[src/include/cpc_pkg.sv]
// Shared constants and types of the core register bank: special
// function register map, reset values, timing counts and carriers.
// Assumes a single system clock; used by every design file.
package cpc_pkg;

	// ==============================================================
	// Timing
	localparam int unsigned CLK_PERIOD_NS = 50;
	localparam int unsigned CLKS_PER_ICYC = 4;
	localparam logic [1:0] PH_LAST = 2'(CLKS_PER_ICYC - 1);
	localparam logic [1:0] PH_FIRST = 2'h0;
	localparam int unsigned TMR_SLOW_CLKS = 12;
	localparam int unsigned TMR_FAST_CLKS = 4;
	localparam logic [3:0] TMR_SLOW_TERM = 4'(TMR_SLOW_CLKS - 1);
	localparam logic [3:0] TMR_FAST_TERM = 4'(TMR_FAST_CLKS - 1);
	localparam logic [3:0] TMR_FIRST = 4'h0;
	localparam logic [3:0] MIN_ICYC = 4'h1;
	localparam logic [3:0] DMOVE_ICYC = 4'h3;
	localparam logic [3:0] XMOVE_BASE = 4'h2;
	localparam logic [3:0] MULDIV_ICYC = 4'h5;
	localparam logic [5:0] ELAPSED_ONE = 6'h01;

	// ==============================================================
	// Register map
	localparam logic [7:0] ADR_PORT0_PINS = 8'h80;
	localparam logic [7:0] ADR_STACK_POINTER = 8'h81;
	localparam logic [7:0] ADR_POINTER_A_LOW = 8'h82;
	localparam logic [7:0] ADR_POINTER_A_HIGH = 8'h83;
	localparam logic [7:0] ADR_POINTER_B_LOW = 8'h84;
	localparam logic [7:0] ADR_POINTER_B_HIGH = 8'h85;
	localparam logic [7:0] ADR_POINTER_CHOICE = 8'h86;
	localparam logic [7:0] ADR_POWER_CONTROL = 8'h87;
	localparam logic [7:0] ADR_TIMER_CONTROL = 8'h88;
	localparam logic [7:0] ADR_TIMER_MODES = 8'h89;
	localparam logic [7:0] ADR_TIMER0_COUNT_LOW = 8'h8A;
	localparam logic [7:0] ADR_TIMER1_COUNT_LOW = 8'h8B;
	localparam logic [7:0] ADR_TIMER0_COUNT_HIGH = 8'h8C;
	localparam logic [7:0] ADR_TIMER1_COUNT_HIGH = 8'h8D;
	localparam logic [7:0] ADR_CLOCK_RATE_CONTROL = 8'h8E;

	// ==============================================================
	// Fields
	localparam int unsigned SEL_BIT = 0;
	localparam logic [7:0] PWR_FIXED_ONES = 8'h30;
	localparam int unsigned FAST_LSB = 3;
	localparam int unsigned NUM_TIMERS = 3;

	// ==============================================================
	// Reset values
	localparam logic [7:0] PORT0_RST = 8'hFF;
	localparam logic [7:0] STACK_RST = 8'h00;
	localparam logic [7:0] RATE_RST = 8'h01;
	localparam logic [7:0] ZERO_RST = 8'h00;

	// ==============================================================
	// Types
	typedef enum logic [1:0] {
		SEQ_IDLE = 2'b01,
		SEQ_RUN = 2'b10
	} cpc_seq_type;

	typedef enum logic [1:0] {
		OP_PLAIN = 2'h0,
		OP_DIRECT_MOVE = 2'h1,
		OP_EXT_MOVE = 2'h2,
		OP_MULTIPLY = 2'h3
	} cpc_kind_type;

	typedef struct packed {
		cpc_kind_type kind;
		logic [1:0] bytes;
	} cpc_op_type;

	typedef struct packed {
		logic [7:0] addr;
		logic wr;
		logic rd;
		logic [7:0] wdata;
	} cpc_sfr_req_type;

	typedef struct packed {
		logic [7:0] port0_pins;
		logic [7:0] stack_pointer;
		logic [7:0] pointer_a_low;
		logic [7:0] pointer_a_high;
		logic [7:0] pointer_b_low;
		logic [7:0] pointer_b_high;
		logic pointer_choice;
		logic [7:0] power_control;
		logic [7:0] timer_control;
		logic [7:0] timer_modes;
		logic [7:0] timer0_count_low;
		logic [7:0] timer1_count_low;
		logic [7:0] timer0_count_high;
		logic [7:0] timer1_count_high;
		logic [7:0] clock_rate_control;
	} cpc_regs_type;

	localparam cpc_regs_type REGS_RST = '{PORT0_RST, STACK_RST,
		ZERO_RST, ZERO_RST, ZERO_RST, ZERO_RST, 1'b0, PWR_FIXED_ONES,
		ZERO_RST, ZERO_RST, ZERO_RST, ZERO_RST, ZERO_RST, ZERO_RST,
		RATE_RST};

	typedef struct packed {
		cpc_regs_type regs;
		logic [7:0] rdata;
		cpc_seq_type seq;
		logic [3:0] left;
		cpc_kind_type kind;
		logic [1:0] bytes;
		logic [2:0] stretch;
		logic [5:0] elapsed;
	} cpc_core_state_type;

	typedef struct packed {
		logic [1:0] phase;
	} cpc_phase_state_type;

	typedef struct packed {
		logic [3:0] count;
	} cpc_tick_state_type;

endpackage : cpc_pkg

[src/design/cpc_icycle_gen.sv]
// Instruction cycle phase generator: marks the last clock of each
// four-clock instruction cycle. Assumes a synchronous reset.
`timescale 1ns/1ps
module cpc_icycle_gen
(
	input wire logic i_sys_clk,
	input wire logic i_rst,
	output logic o_last
);
	import cpc_pkg::*;

	cpc_phase_state_type st_q;
	cpc_phase_state_type st_d;

	// ==============================================================
	// Phase counter
	always_comb
	begin
		st_d = st_q;
		st_d.phase = st_q.phase + 2'h1;
		if (st_q.phase == PH_LAST)
			st_d.phase = PH_FIRST; // RULE1
	end

	always_ff @(posedge i_sys_clk)
	begin
		if (i_rst)
			st_q <= '{phase: PH_FIRST};
		else
			st_q <= st_d;
	end

	assign o_last = (st_q.phase == PH_LAST);

endmodule : cpc_icycle_gen

[src/design/cpc_rate_tick.sv]
// One timer increment strobe: every twelve clocks, or every four
// when the fast bit is set. Assumes a synchronous reset.
`timescale 1ns/1ps
module cpc_rate_tick
(
	input wire logic i_sys_clk,
	input wire logic i_rst,
	input wire logic i_fast,
	output logic o_tick
);
	import cpc_pkg::*;

	cpc_tick_state_type st_q;
	cpc_tick_state_type st_d;
	logic [3:0] term;

	// ==============================================================
	// Prescaler
	// A rate change mid-period wraps at once rather than overrunning
	assign term = i_fast ? TMR_FAST_TERM : TMR_SLOW_TERM; // RULE5 RULE6

	always_comb
	begin
		st_d = st_q;
		st_d.count = st_q.count + 4'h1;
		if (st_q.count >= term)
			st_d.count = TMR_FIRST;
	end

	always_ff @(posedge i_sys_clk)
	begin
		if (i_rst)
			st_q <= '{count: TMR_FIRST};
		else
			st_q <= st_d;
	end

	assign o_tick = (st_q.count == TMR_FIRST);

endmodule : cpc_rate_tick

[src/design/cpc_sfr_core.sv]
// Core register bank for the low special function registers, the
// dual data pointers, instruction cycle timing and timer rates.
// Assumes the core's own register access port and one clock.
`timescale 1ns/1ps

// How it works
// RULE1 - One instruction cycle is four system clocks.
// RULE2 - Instructions last one to five instruction cycles.
// RULE3 - Pointer external read takes eight clocks; direct move twelve.
// RULE4 - Cycles follow byte count; multiply takes more than its bytes.
// RULE5 - Timers advance every twelve clocks after reset.
// RULE6 - Each timer may instead advance every four clocks.
// RULE7 - Clock rate bits 3, 4, 5 pick fast rate for timers 0, 1, 2.
// RULE8 - First pointer lives at 0x82 low and 0x83 high.
// RULE9 - Second pointer lives at 0x84 low and 0x85 high.
// RULE10 - Bit 0 at 0x86 selects first (0) or second (1) pointer.
// RULE11 - Other bits at 0x86 ignore writes and read zero.
// RULE12 - Pointer instructions act on the currently selected pointer.
// RULE13 - Incrementing 0x86 toggles the active pointer in one step.
// RULE14 - Fixed bits ignore writes and read their fixed value.
// RULE15 - Unused bits are plain storage without function.
// RULE16 - Software must not write unassigned addresses.
// RULE17 - Power-on and watchdog reset restore all reset values.
// RULE18 - External move takes two plus stretch cycles, three default.
// RULE19 - Pointer byte reads return stored value whatever is selected.
module cpc_sfr_core
(
	input wire logic i_sys_clk,
	input wire logic i_sys_rst,
	input wire logic i_wdt_rst,
	input wire cpc_pkg::cpc_sfr_req_type i_sfr,
	output logic [7:0] o_sfr_rdata,
	input wire logic i_ptr_load,
	input wire logic [15:0] i_ptr_value,
	input wire logic i_ptr_inc,
	output logic [15:0] o_data_pointer,
	output logic o_pointer_sel,
	input wire logic i_op_valid,
	input wire cpc_pkg::cpc_op_type i_op,
	output logic o_op_ready,
	output logic o_op_done,
	output logic o_icycle_end,
	output logic [2:0] o_timer_tick,
	output logic [2:0] o_stretch,
	output cpc_pkg::cpc_regs_type o_regs
);
	import cpc_pkg::*;

	cpc_core_state_type st_q;
	cpc_core_state_type st_d;
	logic rst;
	logic icyc_last;
	logic accept;
	logic finish;
	logic [7:0] rd_val;
	logic [15:0] ptr_act;
	logic [15:0] ptr_new;

	// ==============================================================
	// Cycle count per instruction
	function automatic logic [3:0] icyc_count(
		input cpc_op_type op,
		input logic [2:0] stretch
	);
		logic [3:0] n;
		n = {2'h0, op.bytes}; // RULE4
		unique case (op.kind)
		OP_PLAIN:
		begin
			if (op.bytes == 2'h0)
				n = MIN_ICYC; // RULE2
		end
		OP_DIRECT_MOVE:
			n = DMOVE_ICYC; // RULE3
		OP_EXT_MOVE:
			n = XMOVE_BASE + {1'b0, stretch}; // RULE18 RULE3
		OP_MULTIPLY:
			n = MULDIV_ICYC; // RULE4
		endcase
		return n;
	endfunction : icyc_count

	// Either reset source restores the whole bank
	assign rst = i_sys_rst | i_wdt_rst; // RULE17

	// ==============================================================
	// Instruction cycle and timer rate generators
	cpc_icycle_gen u_icyc
	(
		.i_sys_clk(i_sys_clk),
		.i_rst(rst),
		.o_last(icyc_last)
	);

	for (genvar gi = 0; gi < NUM_TIMERS; gi++)
	begin : g_tick
		cpc_rate_tick u_tick
		(
			.i_sys_clk(i_sys_clk),
			.i_rst(rst),
			.i_fast(st_q.regs.clock_rate_control[FAST_LSB + gi]), // RULE7
			.o_tick(o_timer_tick[gi])
		);
	end

	// ==============================================================
	// Active pointer
	assign ptr_act = st_q.regs.pointer_choice ?
		{st_q.regs.pointer_b_high, st_q.regs.pointer_b_low} :
		{st_q.regs.pointer_a_high, st_q.regs.pointer_a_low}; // RULE12

	// ==============================================================
	// Register read mux
	always_comb
	begin
		rd_val = 8'h00;
		unique case (i_sfr.addr)
		ADR_PORT0_PINS:
			rd_val = st_q.regs.port0_pins;
		ADR_STACK_POINTER:
			rd_val = st_q.regs.stack_pointer;
		ADR_POINTER_A_LOW:
			rd_val = st_q.regs.pointer_a_low; // RULE19
		ADR_POINTER_A_HIGH:
			rd_val = st_q.regs.pointer_a_high; // RULE19
		ADR_POINTER_B_LOW:
			rd_val = st_q.regs.pointer_b_low; // RULE19
		ADR_POINTER_B_HIGH:
			rd_val = st_q.regs.pointer_b_high; // RULE19
		ADR_POINTER_CHOICE:
			rd_val = {7'h00, st_q.regs.pointer_choice}; // RULE11
		ADR_POWER_CONTROL:
			rd_val = st_q.regs.power_control | PWR_FIXED_ONES; // RULE14
		ADR_TIMER_CONTROL:
			rd_val = st_q.regs.timer_control;
		ADR_TIMER_MODES:
			rd_val = st_q.regs.timer_modes;
		ADR_TIMER0_COUNT_LOW:
			rd_val = st_q.regs.timer0_count_low;
		ADR_TIMER1_COUNT_LOW:
			rd_val = st_q.regs.timer1_count_low;
		ADR_TIMER0_COUNT_HIGH:
			rd_val = st_q.regs.timer0_count_high;
		ADR_TIMER1_COUNT_HIGH:
			rd_val = st_q.regs.timer1_count_high;
		ADR_CLOCK_RATE_CONTROL:
			rd_val = st_q.regs.clock_rate_control;
		default:
			rd_val = 8'h00;
		endcase
	end

	// ==============================================================
	// Instruction sequencer handshake
	// Accepting in the finishing cycle lets instructions run back to back
	assign finish = (st_q.seq == SEQ_RUN) && icyc_last &&
		(st_q.left == MIN_ICYC);
	assign accept = i_op_valid && icyc_last &&
		((st_q.seq == SEQ_IDLE) || finish); // RULE1

	// ==============================================================
	// Next state
	always_comb
	begin
		st_d = st_q;
		ptr_new = ptr_act;

		// Core pointer operations go to the selected pointer
		if (i_ptr_load)
			ptr_new = i_ptr_value; // RULE12
		else if (i_ptr_inc)
			ptr_new = ptr_act + 16'h0001; // RULE12
		if (st_q.regs.pointer_choice)
		begin
			st_d.regs.pointer_b_high = ptr_new[15:8];
			st_d.regs.pointer_b_low = ptr_new[7:0];
		end
		else
		begin
			st_d.regs.pointer_a_high = ptr_new[15:8];
			st_d.regs.pointer_a_low = ptr_new[7:0];
		end

		// A register write of a pointer byte wins over a pointer op
		if (i_sfr.wr)
		begin
			unique case (i_sfr.addr)
			ADR_PORT0_PINS:
				st_d.regs.port0_pins = i_sfr.wdata;
			ADR_STACK_POINTER:
				st_d.regs.stack_pointer = i_sfr.wdata;
			ADR_POINTER_A_LOW:
				st_d.regs.pointer_a_low = i_sfr.wdata; // RULE8
			ADR_POINTER_A_HIGH:
				st_d.regs.pointer_a_high = i_sfr.wdata; // RULE8
			ADR_POINTER_B_LOW:
				st_d.regs.pointer_b_low = i_sfr.wdata; // RULE9
			ADR_POINTER_B_HIGH:
				st_d.regs.pointer_b_high = i_sfr.wdata; // RULE9
			ADR_POINTER_CHOICE:
				// Upper bits read zero, so an increment flips the select
				st_d.regs.pointer_choice = i_sfr.wdata[SEL_BIT]; // RULE10 RULE13
			ADR_POWER_CONTROL:
				st_d.regs.power_control = i_sfr.wdata | PWR_FIXED_ONES; // RULE14 RULE15
			ADR_TIMER_CONTROL:
				st_d.regs.timer_control = i_sfr.wdata;
			ADR_TIMER_MODES:
				st_d.regs.timer_modes = i_sfr.wdata;
			ADR_TIMER0_COUNT_LOW:
				st_d.regs.timer0_count_low = i_sfr.wdata;
			ADR_TIMER1_COUNT_LOW:
				st_d.regs.timer1_count_low = i_sfr.wdata;
			ADR_TIMER0_COUNT_HIGH:
				st_d.regs.timer0_count_high = i_sfr.wdata;
			ADR_TIMER1_COUNT_HIGH:
				st_d.regs.timer1_count_high = i_sfr.wdata;
			ADR_CLOCK_RATE_CONTROL:
				st_d.regs.clock_rate_control = i_sfr.wdata; // RULE15
			default:
				; // RULE16
			endcase
		end

		if (i_sfr.rd)
			st_d.rdata = rd_val;

		unique case (st_q.seq)
		SEQ_IDLE:
			;
		SEQ_RUN:
		begin
			st_d.elapsed = st_q.elapsed + ELAPSED_ONE;
			if (icyc_last)
				st_d.left = st_q.left - MIN_ICYC; // RULE1
			if (finish)
				st_d.seq = SEQ_IDLE;
		end
		endcase

		if (accept)
		begin
			st_d.seq = SEQ_RUN;
			st_d.left = icyc_count(i_op, st_q.regs.clock_rate_control[2:0]);
			st_d.kind = i_op.kind;
			st_d.bytes = i_op.bytes;
			st_d.stretch = st_q.regs.clock_rate_control[2:0];
			st_d.elapsed = ELAPSED_ONE;
		end
	end

	always_ff @(posedge i_sys_clk)
	begin
		if (rst)
			st_q <= '{regs: REGS_RST, rdata: 8'h00, seq: SEQ_IDLE,
				left: 4'h0, kind: OP_PLAIN, bytes: 2'h0,
				stretch: 3'h0, elapsed: 6'h00}; // RULE17
		else
			st_q <= st_d;
	end

	// ==============================================================
	// Outputs
	assign o_sfr_rdata = st_q.rdata;
	assign o_data_pointer = ptr_act;
	assign o_pointer_sel = st_q.regs.pointer_choice;
	assign o_op_ready = icyc_last && ((st_q.seq == SEQ_IDLE) || finish);
	assign o_op_done = finish;
	assign o_icycle_end = icyc_last;
	assign o_stretch = st_q.regs.clock_rate_control[2:0]; // RULE18
	assign o_regs = st_q.regs;
endmodule : cpc_sfr_core

[config.mk]
export PLATFORM = sky130hd
export DESIGN_NAME = cpc_sfr_core
export DESIGN_NICKNAME = d
export VERILOG_FILES = /design/src/include/cpc_pkg.sv /design/src/design/cpc_icycle_gen.sv /design/src/design/cpc_rate_tick.sv /design/src/design/cpc_sfr_core.sv
export SDC_FILE = /design/constraint.sdc
export NUM_CORES = 1
export LEC_CHECK = 0
export BUFFER_PORTS_ARGS = -buffer_cell sky130_fd_sc_hd__buf_2
export CAP_MARGIN = 20
export CORE_MARGIN = 1
export CORE_UTILIZATION = 35
export CTS_CLUSTER_DIAMETER = 150
export DETAILED_ROUTE_END_ITERATION = 16
export SETUP_SLACK_MARGIN = 0.3
export SLEW_MARGIN = 20
export SYNTH_ARGS = -nofsm -noshare
export SYNTH_HDL_FRONTEND = slang
export SYNTH_SLANG_ARGS = --single-unit
[constraint.sdc]
create_clock -name i_sys_clk -period 2.75 [get_ports i_sys_clk]
set_clock_uncertainty 0.15 [all_clocks]
set_input_delay 0.4125 -clock i_sys_clk [delete_from_list [all_inputs] [get_ports i_sys_clk]]
set_output_delay 0.4125 -clock i_sys_clk [all_outputs]
set_load 0.01 [all_outputs]
Yosys cells after proc, flatten, opt, wreduce, memory -nomap -nowiden
Cells that the tools add are included.
{"block": "word_totals", "register_bits": 152, "out_inout_bits": 147, "wordCells": 123}
{"block": "classes", "add_sub_neg": 8, "magnitude_cmp": 3, "eq_ne": 22, "muxes": 30, "n_bitwise": 1, "n_reduce_logical": 32}
{"cell": "8-bit equality test, second input constant", "n": 15}
{"cell": "8-bit one-hot mux with 15 select lines", "n": 1}
{"cell": "97-bit 2-to-1 mux", "n": 1}
{"cell": "8-bit 2-to-1 mux", "n": 12}
{"cell": "16-bit 2-to-1 mux", "n": 5}
{"cell": "2-bit AND reduction", "n": 13}
{"cell": "19-bit 2-to-1 mux", "n": 1}
{"cell": "16-bit by 1-bit adder with 16-bit output, second input constant", "n": 1}
{"cell": "4-bit 2-to-1 mux", "n": 4}
{"cell": "4-bit one-hot mux with 4 select lines", "n": 1}
{"cell": "4-bit by 1-bit adder with 4-bit output, second input constant", "n": 3}
{"cell": "4-bit >= comparator", "n": 3}
{"cell": "4-bit logical NOT", "n": 3}
{"cell": "6-bit 2-to-1 mux", "n": 2}
{"cell": "2-bit OR reduction", "n": 5}
{"cell": "2-bit equality test, second input constant", "n": 4}
{"cell": "6-bit by 1-bit adder with 6-bit output, second input constant", "n": 1}
{"cell": "2-bit nonzero test", "n": 3}
{"cell": "1-bit logical AND", "n": 5}
{"cell": "2-bit by 3-bit adder with 4-bit output, first input constant", "n": 1}
{"cell": "2-bit by 1-bit equality test with 1-bit output, second input constant", "n": 2}
{"cell": "4-bit by 1-bit equality test with 1-bit output, second input constant", "n": 1}
{"cell": "2-bit logical NOT", "n": 2}
{"cell": "2-bit 2-to-1 mux", "n": 2}
{"cell": "other kinds (5)", "n": 5}

Logic depth before layout (Yosys ltp)
{"block": "logic_depth", "ltp_word": 7, "depth_mapped": 10}

Hierarchy
A second synthesis with hierarchy kept.
{"block": "hier_totals", "cells_unflattened": 1041, "area_unflattened_um2": 8768.4}
{"module": "cpc_sfr_core", "instances": 1, "cells_each": 976, "area_per_inst_um2": 8137.8}
{"module": "cpc_rate_tick", "instances": 3, "cells_each": 20, "area_per_inst_um2": 185.2}
{"module": "cpc_icycle_gen", "instances": 1, "cells_each": 5, "area_per_inst_um2": 75.1}

Least setup slack after synthesis
Ideal clock, no wire load.
{"block": "synth_timing", "kind": "register to register", "start": "register st_q (netlist bit o_pointer_sel)", "end": "register st_q (netlist bit o_regs[71])", "setup_time_ns": 0.117, "arrival_ns": 2.190, "t_required_ns": 2.483, "path_slack_ns": 0.293, "stages_incl_launch_ff": 11, "path_buffers": 2, "path_cell_list": "dfxtp_1 buf_2 buf_2 mux2_2 ha_1 nand2_1 a221oi_2 nand2_2 mux2i_1 nand3_1 a32o_1"}
{"block": "synth_via", "elab_chain_cells": 7}
{"item": "from (decl)", "line": "cpc_sfr_core.sv:49", "text": "cpc_core_state_type st_q;"}
{"item": "from (signal assigned)", "line": "cpc_sfr_core.sv:254", "text": "st_q <= '{regs: REGS_RST, rdata: 8'h00, seq: SEQ_IDLE,"}
{"item": "from (signal assigned)", "line": "cpc_sfr_core.sv:258", "text": "st_q <= st_d;"}
{"item": "16-bit 2-to-1 mux *", "line": "cpc_sfr_core.sv:108", "text": "assign ptr_act = st_q.regs.pointer_choice ?"}
{"item": "via o_data_pointer[1]", "line": "cpc_sfr_core.sv:36", "text": "output logic [15:0] o_data_pointer,"}
{"item": "16-bit by 1-bit adder with 16-bit output *", "line": "cpc_sfr_core.sv:172", "text": "ptr_new = ptr_act + 16'h0001;"}
{"item": "16-bit 2-to-1 mux *", "line": "cpc_sfr_core.sv:171", "text": "else if (i_ptr_inc)"}
{"item": "16-bit 2-to-1 mux *", "line": "cpc_sfr_core.sv:169", "text": "if (i_ptr_load)"}
{"item": "16-bit 2-to-1 mux *", "line": "cpc_sfr_core.sv:173", "text": "if (st_q.regs.pointer_choice)"}
{"item": "8-bit 2-to-1 mux", "line": "cpc_sfr_core.sv:187", "text": "unique case (i_sfr.addr)"}
{"item": "97-bit 2-to-1 mux *", "line": "cpc_sfr_core.sv:185", "text": "if (i_sfr.wr)"}
Mark *: on every way through the listed nets, which the timed path passes. The rest lies on a longest branch.
A chain may end at the register's enable or synchronous reset.

Worst setup path in the final report
{"block": "layout_timing", "start": "register st_q (netlist bit o_pointer_sel)", "end": "register st_q (netlist bit o_regs[86])"}
{"block": "layout_via", "elab_chain_cells": 7}
{"item": "16-bit 2-to-1 mux", "line": "cpc_sfr_core.sv:108"}
{"item": "16-bit by 1-bit adder with 16-bit output", "line": "cpc_sfr_core.sv:172"}
{"item": "16-bit 2-to-1 mux", "line": "cpc_sfr_core.sv:171"}
{"item": "16-bit 2-to-1 mux", "line": "cpc_sfr_core.sv:169"}
{"item": "16-bit 2-to-1 mux *", "line": "cpc_sfr_core.sv:173"}
{"item": "8-bit 2-to-1 mux", "line": "cpc_sfr_core.sv:187"}
{"item": "97-bit 2-to-1 mux *", "line": "cpc_sfr_core.sv:185"}
Mark *: on every way between the ends. The rest lies on a longest branch, timed or not.

==> results.txt <==
----------------------------------------------------
[Clock tree]
  Root cell of the clock tree ... sky130_fd_sc_hd__clkbuf_16
  Clock tree from TritonCTS ... done
  H-tree depth ... 4
  TritonCTS Buffers ... 17
  Count of hold-fix buffers inserted at cts ... 0
  Number of buffers on the longest clock path ... 2
  CTS clock-pin slew for the worst setup and hold paths ... roughly 0.06 ns
  Clock network latency to the later pin of the worst-skew pair ... 0.43 ns
  Num Clock Sinks ... around 140

[Timing]
  Minimum setup slack in the final design ... roughly 0.38 ns
  Actual transition at the worst max-transition pin ... about 0.70 ns
  RSZ-0062 raised after global routing ... true
  Final slew viol count ... 0
  Fmax ... between 400 and 500 MHz
  Post-route clock period utilization ... 86.1%
  Relative slew slack ... 53.3%
  TNS Setup ... 0 ns
  Fin. Hold Viols ... 0
  Final setup fails ... 0
  Final min period ... around 2.4 ns

[Die]
  Y dimension of the die ... around 160 um
  Die area ... between 20,000 and 30,000 sq um
  Number of cell rows ... 57
  Initial core utilization ... 35.6%
  Floorplan die width ... 159 um
  Area of the core region ... ~24,000 sq um
  Number of top-level pins ... roughly 190

[Yosys]
  Share of the yosys chip area belonging to registers ... 32.1%
  Number of flops mapped to enable cells by yosys ... 0
  Avg Cell Area, Syn ... around 8 sq um
  Number of distinct library cell variants in the gate-level netlist after synthesis ... 73
  Flops & latches, synth ... about 140
  Cell area after synthesis ... a little under 9000 sq um
  Dominant synthesized flop cell ... sky130_fd_sc_hd__dfxtp_1
  Warnings, synthesis ... 0
  Async set-or-reset flop fraction in the synthesized netlist ... 0%
  Cells after Synth ... 1,091

[Drt]
  Residual DRC count ... 0
  DRT Wirelength ... approximately 31 mm
  Detailed-route vias per instance ... about 5.5
  Drt pass-1 iters ... 5
  Detailed-route wire length per cell ... between 20 and 25 um
  Via count ... a little over 8,000
  DRT antenna net count ... 0
  Number of DRC violations after detailed-routing iteration 0 ... 824

[GRT]
  Number of global-route vias before repair ... around 7,600
  Global router's overall resource usage ... 23.9%
  Maximum number of pins on one net before global-route repair ... 62
  Sum of overflow across all layers after global routing ... 0
  Global-route wire length before repair ... approximately 46 mm
  Initial antenna violation count ... 2

[Critical path]
  R2R setup slack ... about 0.38 ns
  Largest driver fanout on the critical path ... 24
  Critical Path, Cell by Cell ... buf_12 -> mux2_2 -> o21ai_0 -> buf_4 -> and4bb_2 -> xnor2_1 -> nand2_1 -> a32o_1
  Crit end category ... register
  Slowest stage cell, crit path ... sky130_fd_sc_hd__dfxtp_4
  Startpoint kind of the worst setup timing path ... register
  WP data arrival ... ~2.5 ns
  Setup CP Type ... register to register
  Critical path required time ... 2.92 ns
  Largest incremental delay on the critical path ... roughly 0.46 ns

[Min path]
  Path type of the worst min-delay path ... primary input to register

[Place]
  Port Buf Inserts ... around 190
  Routability cong. ... about 0.95
  HPWL reported at the end of detailed placement ... ~23 mm
  Post-Place Setup Slack ... 0.142 ns

[Status]
  Run status ... finished, final reports clean

[Power]
  Cell leakage power ... 4.09 nW
  Peak ir drop on the vdd network ... 0.000463 V
  Power density of the placed cells ... 525 nW/um^2

[Final layout]
  Finished Core Util ... around 40%
  Number of fill cells ... 2,485
  Fraction of final layout cells with drive strength greater than 1 ... around 28%
  Area Overhead vs Synth ... 13.6%
  Nets@finish ... approximately 1,200

[Run]
  Max-cap violation count ... 0

----------------------------------------------------
stage by stage:
stage          cell area (sq um)  hold WS (ns)  instances  total power, W
2_1_floorplan               8660         0.276       1092         0.00233
3_3_place_gp                9100         0.289       1451         0.00248
3_5_place_dp                9100         0.304       1451         0.00248
4_1_cts                     9790         0.198       1481         0.00517
5_1_grt                     9840         0.208       1484         0.00530
6_report                    9840         0.212       1485         0.00516
placed cells by master, fill, tap and decap left out, types with 15 or more instances in the layout:
master	count
sky130_fd_sc_hd__nor2_1	58
sky130_fd_sc_hd__ha_1	15
sky130_fd_sc_hd__nand3_1	44
sky130_fd_sc_hd__a21oi_1	89
sky130_fd_sc_hd__o21ai_0	107
sky130_fd_sc_hd__inv_1	18
sky130_fd_sc_hd__dfxtp_1	138
sky130_fd_sc_hd__buf_2	188
sky130_fd_sc_hd__clkbuf_16	18
sky130_fd_sc_hd__a22oi_1	15
sky130_fd_sc_hd__mux2_2	19
sky130_fd_sc_hd__buf_4	46
sky130_fd_sc_hd__o211ai_1	18
sky130_fd_sc_hd__mux2i_1	29
sky130_fd_sc_hd__nand2_1	142
per-layer routing:
| metal | vias up | wire (um) | track usage, % |
|---|---|---|---|
| met3 | 59 | 2700 | 5.86 |
| met5 | - | 0 | 0 |
| met2 | 394 | 13900 | 36.8 |
| met1 | 3901 | 13600 | 32.2 |
| li1 | 3847 | - | - |
| met4 | 0 | 973 | 9.31 |
registers in the layout, summed over array words and instances (netlist names):
signal	flops
o_regs	110
st_q	6
g_tick.u_tick.st_q	12
u_icyc.st_q	2
o_pointer_sel	1
o_sfr_rdata	8
power breakdown:
group	total [W]	switching [W]	internal (W)	leakage, nW
combinational	0.000397	0.000266	0.000131	2.63
clock	0.00272	0.000910	0.00181	0.332
sequential	0.00205	0.0000208	0.00203	1.12
total	0.00516	0.00120	0.00396	4.09
kinds of logic after synthesis:
kind of cell,synth area share [%]
other cells,0.0433
xor+xnor,1.62
compound gates,22.0
mux,6.60
fa+ha+maj,2.17
buf+inv,15.7
flops,32.1
simple gates,19.7
path summary, 6_finish.rpt:
kind                  start             end  cells after the start
max           o_pointer_sel      o_regs[86]                      8
min reg2reg  o_sfr_rdata[5]  o_sfr_rdata[5]                      2
min          i_ptr_value[8]      o_regs[65]                      3
max reg2reg   o_pointer_sel      o_regs[86]                      8
critical path, delay by kind of cell, from the launching register on:
kind / cells / cell delay, ns
xor gates and xnor gates: 1 / 0.24
buffers and inverters: 2 / 0.36
AOI/OAI and AO/OA: 2 / 0.32
and+or+nand+nor: 2 / 0.34
DFF: 1 / 0.46
muxes: 1 / 0.36
final cells by class:
| class | instances | area, sq um | area share [%] |
|---|---|---|---|
| multi-input cells | 735 | 4540 | 46.1 |
| flip-flops and latches | 139 | 2790 | 28.3 |
| repair buffers | 237 | 1350 | 13.7 |
| clock buffers | 18 | 439 | 4.46 |
| well taps | 324 | 405 | 4.12 |
| clock inverters | 12 | 245 | 2.49 |
| inverters | 18 | 67.6 | 0.687 |
| diodes | 2 | 5.00 | 0.0509 |
synth_stat cells, types with 6 or more instances:
library cell                 n  share of area (%)
sky130_fd_sc_hd__a31oi_1     6               0.43
sky130_fd_sc_hd__o21ai_0   107                6.2
sky130_fd_sc_hd__a221oi_1    6               0.61
sky130_fd_sc_hd__nand2b_1   10               0.72
sky130_fd_sc_hd__dfxtp_1   139                 32
sky130_fd_sc_hd__a21oi_1    89                5.1
sky130_fd_sc_hd__xor2_1      7               0.71
sky130_fd_sc_hd__mux2i_1    29                3.4
sky130_fd_sc_hd__nand2_1   142                6.2
sky130_fd_sc_hd__ha_1       15                2.2
sky130_fd_sc_hd__a32o_1      6               0.69
sky130_fd_sc_hd__o31ai_1     8               0.69
sky130_fd_sc_hd__buf_2      22                1.3
sky130_fd_sc_hd__nand3_1    44                2.5
sky130_fd_sc_hd__buf_1       6               0.26
sky130_fd_sc_hd__a22oi_1    15                1.3
sky130_fd_sc_hd__nand3b_1    6               0.52
sky130_fd_sc_hd__and3_1     10               0.72
sky130_fd_sc_hd__a211oi_1    7               0.61
sky130_fd_sc_hd__clkbuf_1   39                1.7
sky130_fd_sc_hd__mux2_2     19                2.5
sky130_fd_sc_hd__buf_4     130                 11
sky130_fd_sc_hd__xnor2_1     9               0.91
sky130_fd_sc_hd__nor3_1     10               0.58
sky130_fd_sc_hd__inv_1      18               0.78
sky130_fd_sc_hd__nor2_1     59                2.6
sky130_fd_sc_hd__o22ai_1     8               0.58
sky130_fd_sc_hd__nor3b_1     7               0.61
sky130_fd_sc_hd__o211ai_1   18                1.6
what timing repair did:
item | CTS | global route
hold endpoints to repair | 0 | 0
resized for setup | 1 | 1
buffers inserted | 0 | 1
setup endpoints to repair | 2 | 10
gates cloned | 0 | 1
(Power assumes the default switching activity.)
